[config.mk]
export PLATFORM = sky130hd
export DESIGN_NAME = ccds_core
export DESIGN_NICKNAME = d
export VERILOG_FILES = /design/src/verilog/ccds_core.v /design/src/verilog/ccds_sync3.v
export VERILOG_INCLUDE_DIRS = /design/src /design/src/pkg
export SDC_FILE = /design/constraint.sdc
export NUM_CORES = 1
export LEC_CHECK = 0
export BUFFER_PORTS_ARGS = -buffer_cell sky130_fd_sc_hd__buf_2
export CORE_ASPECT_RATIO = 1.25
export CORE_MARGIN = 3
export CORE_UTILIZATION = 58
export DETAILED_ROUTE_END_ITERATION = 10
export GPL_TIMING_DRIVEN = 0
export PLACE_DENSITY_LB_ADDON = 0.2
export REMOVE_ABC_BUFFERS = 1
export SETUP_SLACK_MARGIN = 0.5
export SLEW_MARGIN = 20
export SYNTH_ARGS = -nofsm -noshare
export SYNTH_HDL_FRONTEND = slang
export SYNTH_SLANG_ARGS = --single-unit
[constraint.sdc]
create_clock -name ref_clk -period 4.05 [get_ports ref_clk]
set_input_delay 0 -clock ref_clk [delete_from_list [all_inputs] [get_ports ref_clk]]
set_output_delay 0 -clock ref_clk [all_outputs]
set_load 0.03 [all_outputs]
[src/pkg/ccds_defines.vh]
// Constants for the core debug control and status block
`ifndef CCDS_DEFINES_VH
`define CCDS_DEFINES_VH

// Debug register codes
`define CCDS_DRC_CFG          5'h00
`define CCDS_DRC_XSTAT        5'h01

// Debug configuration fields
`define CCDS_CFG_SKIP_IRQ     5
`define CCDS_CFG_STEP         4
`define CCDS_CFG_RSVD_HI      3
`define CCDS_CFG_RSVD_LO      2
`define CCDS_CFG_FORCE        1
`define CCDS_CFG_SUPPRESS     0
`define CCDS_CFG_RESET        32'h0000_0000
`define CCDS_CFG_RSVD_MASK    32'h0000_000c

// Extended status layout
`define CCDS_XS_HALTED        31
`define CCDS_XS_STOPPED       30
`define CCDS_XS_COMMAND_STATUS_FIELD_HI      29
`define CCDS_XS_COMMAND_STATUS_FIELD_LO      27
`define CCDS_XS_CTRL_HI       26
`define CCDS_XS_CTRL_LO       24
`define CCDS_XS_LOW_HI        23
`define CCDS_XS_LOW_LO        0
`define CCDS_XS_BYTE_RESET    6'h00
`define CCDS_XS_LOW_RESET     24'h00_0000

// Automatic pc capture control in the low 24 bits
`define CCDS_APC_ENABLE       0
`define CCDS_APC_SEL_HI       2
`define CCDS_APC_SEL_LO       1
`define CCDS_APC_BASE_LOG2    7

// Command status encodings
`define CCDS_COMMAND_STATUS_FIELD_OK         3'h0
`define CCDS_COMMAND_STATUS_FIELD_INVALID    3'h1
`define CCDS_COMMAND_STATUS_FIELD_ILLEGAL    3'h2
`define CCDS_COMMAND_STATUS_FIELD_OVERRUN    3'h4

// Debug port command codes
`define CCDS_CMD_NOP          4'h0
`define CCDS_CMD_BYTE_READ    4'h1
`define CCDS_CMD_BYTE_WRITE   4'h2
`define CCDS_CMD_REG_READ     4'h3
`define CCDS_CMD_REG_WRITE    4'h4
`define CCDS_CMD_GO           4'h5
`define CCDS_CMD_HALT         4'h6

`endif

[src/verilog/ccds_core.v]
// Core debug control: configuration, extended status, stepping, debug output
`timescale 1ns/1ps
`include "ccds_defines.vh"
module ccds_core
#(
	parameter APC_CNT_W = 14
)
(
	input  wire        ref_clk,
	input  wire        rst_n,
	input  wire        clk_en,
	input  wire        cmd_valid,
	input  wire [3:0]  cmd_code,
	input  wire [4:0]  cmd_dreg,
	input  wire [31:0] cmd_wdata,
	output wire        cmd_ready,
	output reg         rsp_valid,
	output reg  [31:0] rsp_data,
	input  wire        core_retire,
	input  wire        core_stopped,
	input  wire        debug_write_instruction_valid,
	input  wire        debug_write_instruction_supervisor,
	input  wire [4:0]  debug_write_instruction_dreg,
	input  wire [31:0] debug_write_instruction_data,
	output reg         debug_write_instruction_illegal,
	input  wire        break_pin,
	output reg         core_run,
	output reg         irq_mask,
	output reg         debug_mode_out,
	output reg         pc_capture_command
);
	reg  [31:0] debug_configuration;
	reg  [5:0]  xs_byte_ctrl;
	reg  [23:0] xs_low;
	reg  [2:0]  command_status_field;
	reg         halted;
	reg         step_armed;
	reg         break_prev;
	reg  [APC_CNT_W-1:0] apc_count;
	wire        break_level;
	wire        cmd_take;
	wire        cmd_overrun;
	wire        debug_write_instruction_ok;
	wire        single_step_enable;
	wire        skip_irq_in_step;
	wire        force_debug_out;
	wire        halt_debug_suppress;
	wire [7:0]  debug_status_byte;
	wire [31:0] extended_debug_status;
	wire        apc_enable;
	wire [1:0]  apc_sel;
	wire        break_rise;
	wire        debug_by_force;
	wire        debug_by_halt;
	wire        next_debug_mode;

	// Interval of automatic pc capture in cycles for each selector value
	function [APC_CNT_W-1:0] apc_limit;
		input [1:0] sel;
		reg   [APC_CNT_W:0] one;
		begin
			one = {{APC_CNT_W{1'b0}}, 1'b1};
			apc_limit = one[APC_CNT_W-1:0] << (`CCDS_APC_BASE_LOG2 + 2 * sel);
		end
	endfunction

	// Configuration word with reserved bits forced clear
	function [31:0] cfg_clean;
		input [31:0] value;
		begin
			cfg_clean = value & ~`CCDS_CFG_RSVD_MASK;
		end
	endfunction

	// Register codes that exist; anything else is answered as invalid data
	function dreg_known;
		input [4:0] code;
		begin
			dreg_known = (code == `CCDS_DRC_XSTAT) || (code == `CCDS_DRC_CFG);
		end
	endfunction

	ccds_sync3 u_break_sync
	(
		.ref_clk (ref_clk),
		.rst_n   (rst_n),
		.clk_en  (clk_en),
		.pin_in  (break_pin),
		.level   (break_level)
	);

	assign single_step_enable  = debug_configuration[`CCDS_CFG_STEP];
	assign skip_irq_in_step    = debug_configuration[`CCDS_CFG_SKIP_IRQ];
	assign force_debug_out     = debug_configuration[`CCDS_CFG_FORCE];
	assign halt_debug_suppress = debug_configuration[`CCDS_CFG_SUPPRESS];
	assign apc_enable          = xs_low[`CCDS_APC_ENABLE];
	assign apc_sel             = xs_low[`CCDS_APC_SEL_HI:`CCDS_APC_SEL_LO];

	// Status byte is built from live state, so it is valid in any mode
	assign debug_status_byte = {halted, core_stopped & ~halted,
		command_status_field, xs_byte_ctrl[2:0]};
	assign extended_debug_status = {debug_status_byte, xs_low};

	// Edge register resets low like the idle pin, so reset brings no false halt
	assign break_rise      = break_level & ~break_prev;
	// Force term wins; suppress only masks the halt term
	assign debug_by_force  = force_debug_out;
	assign debug_by_halt   = halted & ~halt_debug_suppress;
	assign next_debug_mode = debug_by_force | debug_by_halt;

	// Not ready in the cycle of every answer; a command in that cycle is an overrun
	assign cmd_ready   = ~rsp_valid;
	assign cmd_take    = cmd_valid & cmd_ready;
	assign cmd_overrun = cmd_valid & ~cmd_ready;
	assign debug_write_instruction_ok   = debug_write_instruction_valid & debug_write_instruction_supervisor;

	// Debug port command handling and status reporting
	always @(posedge ref_clk)
	begin
		if (!rst_n)
		begin
			rsp_valid            <= 1'b0;
			rsp_data             <= 32'h0000_0000;
			command_status_field <= `CCDS_COMMAND_STATUS_FIELD_OK;
			xs_byte_ctrl         <= `CCDS_XS_BYTE_RESET;
		end
		else if (clk_en)
		begin
			rsp_valid <= cmd_take;
			if (cmd_overrun)
				command_status_field <= `CCDS_COMMAND_STATUS_FIELD_OVERRUN;
			else if (cmd_take)
			begin
				rsp_data             <= 32'h0000_0000;
				command_status_field <= `CCDS_COMMAND_STATUS_FIELD_OK;
				case (cmd_code)
					`CCDS_CMD_NOP:
					begin
						rsp_data <= 32'h0000_0000;
					end
					`CCDS_CMD_BYTE_READ:
					begin
						rsp_data <= {24'h00_0000, debug_status_byte};
					end
					`CCDS_CMD_BYTE_WRITE:
					begin
						// Only the low three bits reach the status byte; the top five are status and cannot be written
						xs_byte_ctrl <= cmd_wdata[5:0];
					end
					`CCDS_CMD_REG_READ:
					begin
						if (cmd_dreg == `CCDS_DRC_XSTAT)
							rsp_data <= extended_debug_status;
						else if (cmd_dreg == `CCDS_DRC_CFG)
							rsp_data <= debug_configuration;
						else
							command_status_field <= `CCDS_COMMAND_STATUS_FIELD_INVALID;
					end
					`CCDS_CMD_REG_WRITE:
					begin
						if (!dreg_known(cmd_dreg))
							command_status_field <= `CCDS_COMMAND_STATUS_FIELD_INVALID;
					end
					`CCDS_CMD_GO:
					begin
						if (!halted)
							command_status_field <= `CCDS_COMMAND_STATUS_FIELD_ILLEGAL;
					end
					`CCDS_CMD_HALT:
					begin
						rsp_data <= 32'h0000_0000;
					end
					default:
					begin
						command_status_field <= `CCDS_COMMAND_STATUS_FIELD_ILLEGAL;
					end
				endcase
			end
		end
	end

	// Register writes from the port and from the supervisor instruction
	always @(posedge ref_clk)
	begin
		if (!rst_n)
		begin
			debug_configuration <= `CCDS_CFG_RESET;
			xs_low              <= `CCDS_XS_LOW_RESET;
			debug_write_instruction_illegal      <= 1'b0;
		end
		else if (clk_en)
		begin
			debug_write_instruction_illegal <= debug_write_instruction_valid & ~debug_write_instruction_supervisor;
			// Port write takes priority when both land in one cycle
			if (cmd_take && cmd_code == `CCDS_CMD_REG_WRITE)
			begin
				if (cmd_dreg == `CCDS_DRC_XSTAT)
					xs_low <= cmd_wdata[`CCDS_XS_LOW_HI:`CCDS_XS_LOW_LO];
				else if (cmd_dreg == `CCDS_DRC_CFG)
					debug_configuration <= cfg_clean(cmd_wdata);
			end
			else if (debug_write_instruction_ok)
			begin
				if (debug_write_instruction_dreg == `CCDS_DRC_XSTAT)
					xs_low <= debug_write_instruction_data[`CCDS_XS_LOW_HI:`CCDS_XS_LOW_LO];
				else if (debug_write_instruction_dreg == `CCDS_DRC_CFG)
					debug_configuration <= cfg_clean(debug_write_instruction_data);
			end
		end
	end

	// Halt and single-step sequencing
	always @(posedge ref_clk)
	begin
		if (!rst_n)
		begin
			halted     <= 1'b0;
			step_armed <= 1'b0;
			break_prev <= 1'b0;
		end
		else if (clk_en)
		begin
			break_prev <= break_level;
			if (cmd_take && cmd_code == `CCDS_CMD_HALT)
				halted <= 1'b1;
			else if (break_rise)
				halted <= 1'b1;
			else if (halted)
			begin
				// Any command is served while halted; only go releases
				if (cmd_take && cmd_code == `CCDS_CMD_GO)
				begin
					halted     <= 1'b0;
					step_armed <= single_step_enable;
				end
			end
			else if (core_retire && (single_step_enable || step_armed))
			begin
				// Exactly one instruction per go, until stepping is cleared
				halted     <= single_step_enable;
				step_armed <= 1'b0;
			end
		end
	end

	// Core-facing outputs registered to keep them glitch free
	always @(posedge ref_clk)
	begin
		if (!rst_n)
		begin
			core_run       <= 1'b0;
			irq_mask       <= 1'b0;
			debug_mode_out <= 1'b0;
		end
		else if (clk_en)
		begin
			core_run       <= ~halted;
			irq_mask       <= single_step_enable & skip_irq_in_step;
			debug_mode_out <= next_debug_mode;
		end
	end

	// Periodic pc capture; paused while halted since the pc does not move
	always @(posedge ref_clk)
	begin
		if (!rst_n)
		begin
			apc_count          <= {APC_CNT_W{1'b0}};
			pc_capture_command <= 1'b0;
		end
		else if (clk_en)
		begin
			pc_capture_command <= 1'b0;
			if (!apc_enable)
				apc_count <= {APC_CNT_W{1'b0}};
			else if (!halted)
			begin
				if (apc_count >= apc_limit(apc_sel) - 1'b1)
				begin
					apc_count          <= {APC_CNT_W{1'b0}};
					pc_capture_command <= 1'b1;
				end
				else
					apc_count <= apc_count + 1'b1;
			end
		end
	end
endmodule

[src/verilog/ccds_sync3.v]
// Three-stage pin synchroniser with agreement filter
`timescale 1ns/1ps
module ccds_sync3
(
	input  wire ref_clk,
	input  wire rst_n,
	input  wire clk_en,
	input  wire pin_in,
	output reg  level
);
	reg stage1;
	reg stage2;
	reg stage3;

	always @(posedge ref_clk)
	begin
		if (!rst_n)
		begin
			stage1 <= 1'b0;
			stage2 <= 1'b0;
			stage3 <= 1'b0;
			level  <= 1'b0;
		end
		else if (clk_en)
		begin
			stage1 <= pin_in;
			stage2 <= stage1;
			stage3 <= stage2;
			// Only a value held for two sampled edges is taken
			if (stage2 == stage3)
				level <= stage3;
		end
	end
endmodule
==> impl_metrics.json, run 1 <==
{
  "finalPower_uw": 2840,
  "grt_usage": 0.337,
  "post_cts_buffers": 0,
  "crit_fanout": 23,
  "dp_hpwl_um": 9490,
  "drive_above_1_share": 0.210,
  "cp.arrival_ps": 3740,
  "io_pins": 126,
  "die_w_um": 91.6,
  "cp_cell_sequence": "nor3b_4 -> a31oi_1 -> a21oi_4 -> nor2_1 -> a311oi_1 -> dlygate4sd3_1",
  "numClockSinks": 118,
  "synthArstFlopShare": 0,
  "cts_tree": "built",
  "cp_top_family": "compound AO/OA/AOI/OAI gates",
  "critical_path.max_stage_delay_ps": 720,
  "nets": 898,
  "status": "finished clean",
  "wl_per_cell_um": 18.3,
  "synth_cell_types": 46,
  "numCtsBuffers": 17,
  "finish.instance_area_um2": 7490,
  "grt_pass1_vias": 5779,
  "synth_enable_flop_cells": 0,
  "worst_pin_slew_ps": 1080,
  "dpl-instance-area_um2": 6090,
  "dr.pass1.iters": 7,
  "antenna_found_initial": 0,
  "required_ps": 4520,
  "synth_ff_type": "dfxtp_1",
  "port_buffers": 125,
  "hp-class": "in -> reg",
  "cts_hold_buffers": 85,
  "power_density_nw_per_um2": 379,
  "die_h_um": 113,
  "mostFrequentLayoutCell": "buf_2",
  "antenna-diode-count": 0,
  "grt_pass1_wl_um": 27800,
  "worst_setup_path_start_kind": "register",
  "clkLatencyLatePin_ps": 530,
  "relSlewSlack": 0.274,
  "setup_viol": 0,
  "start_util": 0.604,
  "place_congestion": 0.888,
  "syn-instance-count": 599,
  "critPathSlowestCell": "nor3b_4",
  "via_per_inst": 5.99,
  "area_growth_pct": 41.1,
  "clk_path_buf_depth": 2,
  "clock-root-buffer": "clkbuf_8",
  "grt_max_degree": 76,
  "yosysWarningCount": 0,
  "critical_path_class": "reg -> reg",
  "post-route-drc-count": 0,
  "period_needed_ps": 3270,
  "ctsResizeCount": 0,
  "synthesis.area_um2": 5310,
  "fmax_mhz": 305,
  "rows": 38,
  "fp.dieArea_um2": 10300,
  "slew_viol_final": 0,
  "rsz0062_at_grt": "false",
  "ys_seq_area_frac": 0.445,
  "p_leak_uw": 0.00319,
  "vdd_drop_max_mv": 0.368,
  "final_cell_mix": "125 x buf_2, 118 x dfxtp_1, 93 x nor2_1",
  "core_um2": 8800,
  "htreeDepth": 4,
  "vias": 5567,
  "final_antenna_net_count": 0,
  "clkSlewWorstSetupHoldPaths_ps": 60,
  "post-route-period-util": 0.808,
  "hold_violations": 0,
  "synth_area_per_cell_um2": 8.86,
  "drtIter0Drc": 610,
  "grt_overflow": 0,
  "end_kind": "register",
  "synth_seq_cells": 118,
  "wl_um": 17000,
  "drv.max_cap_violation_count": 0,
  "fin_worst_skew_ps": 7.79,
  "cp_num_buf_inv": 1
}
final timing paths:
check | endpoint | slack, ps | start | cells past startpoint
worst min-delay path | rsp_data[3] | 50 | cmd_dreg[1] | 6
worst max register to register | xs_low[3] | 780 | rsp_valid | 6
worst max-delay path | xs_low[3] | 780 | rsp_valid | 6
worst min register to register | rsp_data[19] | 460 | rsp_data[19] | 2
metrics by stage:
| stage | cells | setup WS [ps] | utilization | TNS (ps) | hold WS, ps |
|---|---|---|---|---|---|
| floorplan | 563 | 717 | - | 0 | 89.4 |
| global placement | 808 | -392 | 0.672 | -8850 | 243 |
| detailed placement | 813 | 1370 | 0.692 | 0 | 260 |
| CTS | 930 | 982 | 0.852 | 0 | 18.3 |
| global route | 930 | 779 | 0.852 | 0 | 104 |
| finish | 930 | 776 | 0.852 | 0 | 54.9 |
worst register-to-register path, cell delays in order, from the launching register on:
cell and delay (ps):
dfxtp_1 380, nor3b_4 720, a31oi_1 400, a21oi_4 720, nor2_1 120, a311oi_1 300
dlygate4sd3_1 580
cell type report:
type	count	area (um2)
multi-input combinational	435	2780
clock buffer	20	425
clock inverter	12	130
fill	462	1300
inverter	10	40.0
tap	120	150
timing repair buffer	215	1610
sequential	118	2360
power breakdown:
part,switching (uW),leakage [uW],internal (uW)
clock,546,0.000257,873
sequential,8.73,0.000952,1170
combinational,121,0.00198,119
total,676,0.00319,2160
metal layers:
metal	GRT usage	share of wire	vias up
li1	-	-	2548
met4	0.153	0.032	0
met3	0.0977	0.067	69
met5	0	0	-
met2	0.614	0.53	276
met1	0.354	0.37	2674
cell usage after synthesis (2+ instances only):
| master | instances | area share |
|---|---|---|
| nand3_1 | 18 | 0.017 |
| a21o_1 | 2 | 0.0028 |
| buf_2 | 11 | 0.010 |
| or3b_1 | 2 | 0.0033 |
| o21ai_0 | 36 | 0.034 |
| a31oi_1 | 4 | 0.0047 |
| a211oi_1 | 45 | 0.064 |
| nand2_1 | 59 | 0.042 |
| inv_1 | 10 | 0.0071 |
| xor2_1 | 4 | 0.0066 |
| buf_6 | 3 | 0.0064 |
| a311oi_1 | 10 | 0.016 |
| a22oi_1 | 5 | 0.0071 |
| nand2b_1 | 5 | 0.0059 |
| mux2i_1 | 59 | 0.11 |
| nand4_1 | 13 | 0.015 |
| and4_1 | 2 | 0.0033 |
| nor2b_1 | 3 | 0.0035 |
| clkbuf_1 | 23 | 0.016 |
| nor2_1 | 93 | 0.066 |
| nor3_1 | 3 | 0.0028 |
| nand4b_1 | 4 | 0.0066 |
| ha_1 | 14 | 0.033 |
| xnor2_1 | 5 | 0.0082 |
| a21oi_1 | 21 | 0.020 |
| buf_1 | 2 | 0.0014 |
| o21ai_1 | 4 | 0.0038 |
| a41oi_1 | 2 | 0.0033 |
| and3_1 | 2 | 0.0024 |
| conb_1 | 2 | 0.0014 |
| dfxtp_1 | 118 | 0.44 |
kinds of logic after synthesis:
family	Yosys count	share of synthesized area
fa+ha+maj	14	0.0330
other cells	2	0.00141
xor+xnor	9	0.0148
mux	60	0.113
flops	118	0.445
buf+inv	49	0.0415
compound gates	138	0.171
simple gates	209	0.180
state kept, by name, indices dropped and copies added, names as in the netlist, 3 cells and up:
signal / flops
xs_byte_ctrl: 3
xs_low: 24
apc_count: 14
debug_configuration: 30
command_status_field: 3
rsp_data: 32
(Power assumes the default switching activity.)
==> inputs of run 2 (changes only) <==
--- a/config.mk
+++ b/config.mk
@@ -9,7 +9,7 @@
 export BUFFER_PORTS_ARGS = -buffer_cell sky130_fd_sc_hd__buf_2
 export CORE_ASPECT_RATIO = 1.25
 export CORE_MARGIN = 3
-export CORE_UTILIZATION = 58
+export CORE_UTILIZATION = 54
 export DETAILED_ROUTE_END_ITERATION = 10
 export GPL_TIMING_DRIVEN = 0
 export PLACE_DENSITY_LB_ADDON = 0.2
==> constraint.sdc (replaced) <==
create_clock -name ref_clk -period 3.2 [get_ports ref_clk]
set_input_delay 0 -clock ref_clk [delete_from_list [all_inputs] [get_ports ref_clk]]
set_output_delay 0 -clock ref_clk [all_outputs]
set_load 0.03 [all_outputs]
==> impl_metrics.json, run 2 (synthesis results as in run 1) <==
{
  "crit_path_frequent_cell": "buf_4",
  "vias": 5219,
  "clk_path_buf_depth": 2,
  "clkPwrFrac": 0.494,
  "clkLatencyLatePin_ps": 420,
  "wl_um": 15700,
  "core_um2": 9370,
  "final_cell_mix": "125 x buf_2, 118 x dfxtp_1, 93 x nor2_1",
  "drtIter0Drc": 306,
  "hp-class": "in -> reg",
  "combPwrFrac": 0.083,
  "power.share.switching": 0.254,
  "met3_usage": 0.0767,
  "start_util": 0.567,
  "critPathSlowestCell": "dlygate4sd3_1",
  "fin_ws_ps": 617,
  "nets": 879,
  "htreeDepth": 4,
  "grt_overflow": 0,
  "critical_path.max_stage_delay_ps": 620,
  "relSlewSlack": 0.301,
  "clkSlewWorstSetupHoldPaths_ps": 60,
  "numClockSinks": 118,
  "violations": "hold timing",
  "power.switching_uw": 894,
  "dr.pass1.iters": 7,
  "drive_above_1_share": 0.228,
  "ff_latch_area_um2": 2360,
  "rows": 39,
  "top_usage_layer": "met2",
  "dp_hpwl_um": 9460,
  "final_antenna_net_count": 0,
  "power_density_nw_per_um2": 481,
  "top_regs": "rsp_data: 32 flops, debug_configuration: 30 flops, xs_low: 24 flops",
  "required_ps": 3530,
  "p_leak_uw": 0.00309,
  "critical_path_class": "reg -> reg",
  "fin_worst_skew_ps": 7.99,
  "p_seq_frac": 0.423,
  "area_growth_pct": 37.7,
  "cp_top_family": "buffers and inverters",
  "dp_slack_ps": 417,
  "crit_fanout": 27,
  "slew_viol_final": 0,
  "die_w_um": 94.7,
  "post-route-drc-count": 0,
  "grt_pass1_wl_um": 25100,
  "met2_usage": 0.536,
  "largest_reg_flops": 32,
  "multiInputGateArea_um2": 2810,
  "intPower_uw": 2630,
  "grtUsageMet1": 0.305,
  "grt_usage": 0.293,
  "top_register": "rsp_data",
  "grt_pass1_vias": 5282,
  "hold_violations": 1,
  "cp.arrival_ps": 2910,
  "wl_per_cell_um": 17.2,
  "fillers": 631,
  "drv.max_cap_violation_count": 0,
  "die_h_um": 117,
  "worst_pin_slew_ps": 1050,
  "period_needed_ps": 2580,
  "port_buffers": 125,
  "io_pins": 126,
  "timing.hold.ws_ps": -8.75,
  "vdd_drop_max_mv": 0.412,
  "antenna-diode-count": 0,
  "setup_viol": 0,
  "cts_tree": "built",
  "via_per_inst": 5.71,
  "cp_num_buf_inv": 4,
  "place_congestion": 0.866,
  "status": "finished, violations left",
  "fin_cells": 914,
  "antenna_found_initial": 0,
  "worst_setup_path_start_kind": "register",
  "dp.cells": 816,
  "end_kind": "register",
  "clock-root-buffer": "clkbuf_16",
  "grt_max_degree": 76,
  "fp.dieArea_um2": 11100,
  "rsz0062_at_grt": "false",
  "post-route-period-util": 0.807,
  "mostFrequentLayoutCell": "buf_2",
  "cp_cell_sequence": "nor3b_4 -> buf_4 -> buf_4 -> nand2_2 -> buf_12 -> mux2i_1 -> dlygate4sd3_1 -> a211oi_2",
  "fmax_mhz": 387,
  "numCtsBuffers": 17
}
[run 2: changes by cell type in the layout (fill, tap and decap cells not counted), moves of 2 or more]
cell,change
clkbuf_1,-3
buf_4,+3
bufinv_16,-2
dlygate4sd3_1,-23
inv_6,+4
[run 2: routing by layer]
metal,wire length [um],vias to the layer above
li1,-,2509
met1,5820,2450
met2,8360,211
met3,1020,49
met4,488,0
met5,0,-
[run 2: power by group through the flow]
stage          clock network [uW]  registers [uW]  logic, uW
4_1_cts                      1750            1490        282
6_report                     1740            1490        292
2_1_floorplan                   0            1530       92.6
5_1_grt                      1830            1490        314
3_5_place_dp                    0            1520        217
3_3_place_gp                    0            1520        203
[run 2: final timing paths]
path | startpoint | cells past startpoint | to | slack, ps
worst min-delay path | cmd_wdata[6] | 3 | xs_low[6] | -9
worst max-delay path | rsp_valid | 8 | debug_configuration[19] | 620
worst max register to register | rsp_valid | 8 | debug_configuration[19] | 620
worst min register to register | rsp_data[9] | 2 | rsp_data[9] | 450
[run 2: stage by stage]
step	power [uW]	cell area [um2]	setup TNS (ps)	utilization
after global routing	3630	7310	0	0.781
after global placement	1730	5920	-68700	0.632
final	3520	7310	0	0.781
after CTS	3520	7290	0	0.778
after floorplan	1620	5140	-2620	-
after detailed placement	1740	6090	0	0.650
[run 2: area by class of cell]
cell class | instances | share of cell area
clock inverters | 15 | 0.0164
clock buffers | 17 | 0.0582
repair buffers | 195 | 0.191
multi-input cells | 436 | 0.385
inverters | 10 | 0.00547
flip-flops and latches | 118 | 0.323
well taps | 123 | 0.0210
[run 2: worst min-delay path, delay by kind of cell]
| family | cells | cell delay, ps |
|---|---|---|
| buf+inv | 1 | 70 |
| compound gates | 1 | 200 |
| mux | 1 | 90 |
[run 2: timing repair]
action,in CTS,in global routing
endpoints found under the setup margin,2,8
hold buffers,62,0
cloned,1,0
resized for setup,0,3
setup buffers,3,0
pin swaps,1,0
endpoints found under the hold margin,51,0
==> inputs of run 3 (changes only) <==
==> constraint.sdc (replaced) <==
create_clock -name ref_clk -period 2.6 [get_ports ref_clk]
set_input_delay 0 -clock ref_clk [delete_from_list [all_inputs] [get_ports ref_clk]]
set_output_delay 0 -clock ref_clk [all_outputs]
set_load 0.03 [all_outputs]
==> impl_metrics.json, run 3 (synthesis results as in run 1) <==
{
  "crit_fanout": 27,
  "rsz0062_at_grt": "true",
  "antenna_found_initial": 0,
  "worst_setup_path_start_kind": "register",
  "place_congestion": 0.866,
  "die_h_um": 117,
  "timing.hold.ws_ps": 17.2,
  "numClockSinks": 118,
  "drive_above_1_share": 0.246,
  "worstReg2RegStart": "rsp_valid",
  "rows": 39,
  "dr.pass1.iters": 5,
  "worst_pin_slew_ps": 1070,
  "dp_hpwl_um": 9460,
  "htreeDepth": 4,
  "fp.dieArea_um2": 11100,
  "grt_max_degree": 76,
  "post-route-period-util": 0.805,
  "area_growth_pct": 40.0,
  "vdd_drop_max_mv": 0.500,
  "required_ps": 2850,
  "drv.max_cap_violation_count": 0,
  "setup_viol": 0,
  "regToRegSetupSlack_ps": 510,
  "post-route-drc-count": 0,
  "core_um2": 9370,
  "top_regs": "rsp_data: 32 flops, debug_configuration: 30 flops, xs_low: 24 flops",
  "die_w_um": 94.7,
  "power_density_nw_per_um2": 584,
  "drtIter0Drc": 378,
  "rr_endpoint": "debug_configuration[5]",
  "largest_reg_flops": 32,
  "vias": 5318,
  "hold_path_end": "xs_low[4]",
  "start_util": 0.567,
  "critical_path_class": "reg -> reg",
  "dp_slack_ps": -183,
  "clkSlewWorstSetupHoldPaths_ps": 60,
  "final_antenna_net_count": 0,
  "clkLatencyLatePin_ps": 420,
  "wl_per_cell_um": 18.0,
  "relSlewSlack": 0.287,
  "fin_worst_skew_ps": 9.12,
  "grt_usage": 0.297,
  "port_buffers": 125,
  "antenna-diode-count": 0,
  "fmax_mhz": 478,
  "nets": 882,
  "slew_viol_final": 0,
  "reg2reg_depth": 7,
  "top_register": "rsp_data",
  "end_kind": "register",
  "status": "finished clean",
  "crit_path_frequent_cell": "buf_4",
  "grt_pass1_vias": 5334,
  "period_needed_ps": 2090,
  "critPathSlowestCell": "dfxtp_1",
  "grt_pass1_wl_um": 25400,
  "cp.arrival_ps": 2340,
  "cts_tree": "built",
  "io_pins": 126,
  "min_delay_path_depth": 3,
  "fin_ws_ps": 507,
  "numCtsBuffers": 17,
  "cp_cell_sequence": "nor3b_4 -> buf_4 -> buf_4 -> nand2_2 -> buf_12 -> mux2i_1 -> a211oi_1",
  "cp_top_family": "buffers and inverters",
  "mostFrequentLayoutCell": "buf_2",
  "hold_violations": 0,
  "wl_um": 16500,
  "critical_path.max_stage_delay_ps": 370,
  "worstHoldStart": "cmd_wdata[4]",
  "p_leak_uw": 0.00312,
  "cp_num_buf_inv": 3,
  "clk_path_buf_depth": 2,
  "via_per_inst": 5.80,
  "clock-root-buffer": "clkbuf_16",
  "final_cell_mix": "125 x buf_2, 116 x dfxtp_1, 91 x nor2_1",
  "grt_overflow": 0,
  "hp-class": "in -> reg"
}
[run 3: changes by cell type in the layout (fill, tap and decap cells not counted), moves of 2 or more]
| cell | previous run | this run |
|---|---|---|
| buf_4 | 3 | 6 |
| dfxtp_1 | 118 | 116 |
| dfxtp_2 | 0 | 2 |
| dlygate4sd3_1 | 62 | 60 |
| nand3_4 | 0 | 2 |
| nor2_1 | 93 | 91 |
| nor2_4 | 0 | 2 |
[run 3: metal layers]
| layer | up-vias | global-route usage | wire length [um] |
|---|---|---|---|
| met3 | 54 | 0.0831 | 1040 |
| met2 | 240 | 0.534 | 8610 |
| met5 | - | 0 | 0 |
| li1 | 2518 | - | - |
| met4 | 0 | 0.164 | 597 |
| met1 | 2506 | 0.311 | 6230 |
[run 3: power breakdown]
group / switching, uW / internal, uW
sequential: 13.6 / 1820
clock: 908 / 1230
combinational: 190 / 177
total: 1110 / 3230
[run 3: cell type report]
class                   count  area, um2
flip-flops and latches    118       2360
repair buffers            197       1420
fillers                   591       1930
inverters                  10       40.0
clock inverters            15        120
clock buffers              17        425
multi-input cells         437       2910
well taps                 123        154
[run 3: how the worst max path moves through the flow]
stage	startpoint	end	slack, ps	depth (start not counted)
global route	rsp_valid	rsp_data[28]	430	6
finish	rsp_valid	debug_configuration[5]	510	7
detailed placement	cmd_code[1]	xs_low[3]	-180	7
CTS	xs_low[2]	apc_count[9]	460	8
floorplan	rsp_valid	xs_low[2]	-730	5
global placement	cmd_code[1]	xs_low[3]	-1920	5
[run 3: what timing repair did]
action | in CTS | in global routing
cloned | 1 | 1
endpoints found under the hold margin | 51 | 0
resized for setup | 7 | 14
buffers inserted | 6 | 1
pin swaps | 3 | 4
setup endpoints to repair | 98 | 50
hold buffers | 60 | 0
[run 3: per-stage QoR]
stage	power, uW	std cells	util	setup TNS, ps	cell area (um2)
after floorplan	1990	563	-	-24500	5140
after global placement	2120	811	0.632	-124180	5920
after detailed placement	2140	816	0.650	-3310	6090
after CTS	4330	915	0.785	0	7350
after global routing	4470	917	0.794	0	7430
final	4340	917	0.794	0	7430
[run 3: worst reg2reg max path: cells and delay by family, from the launching register on]
family	cells	cell delay, ps
compound gates	1	130
buf+inv	3	650
flops	1	370
mux	1	310
simple gates	2	470
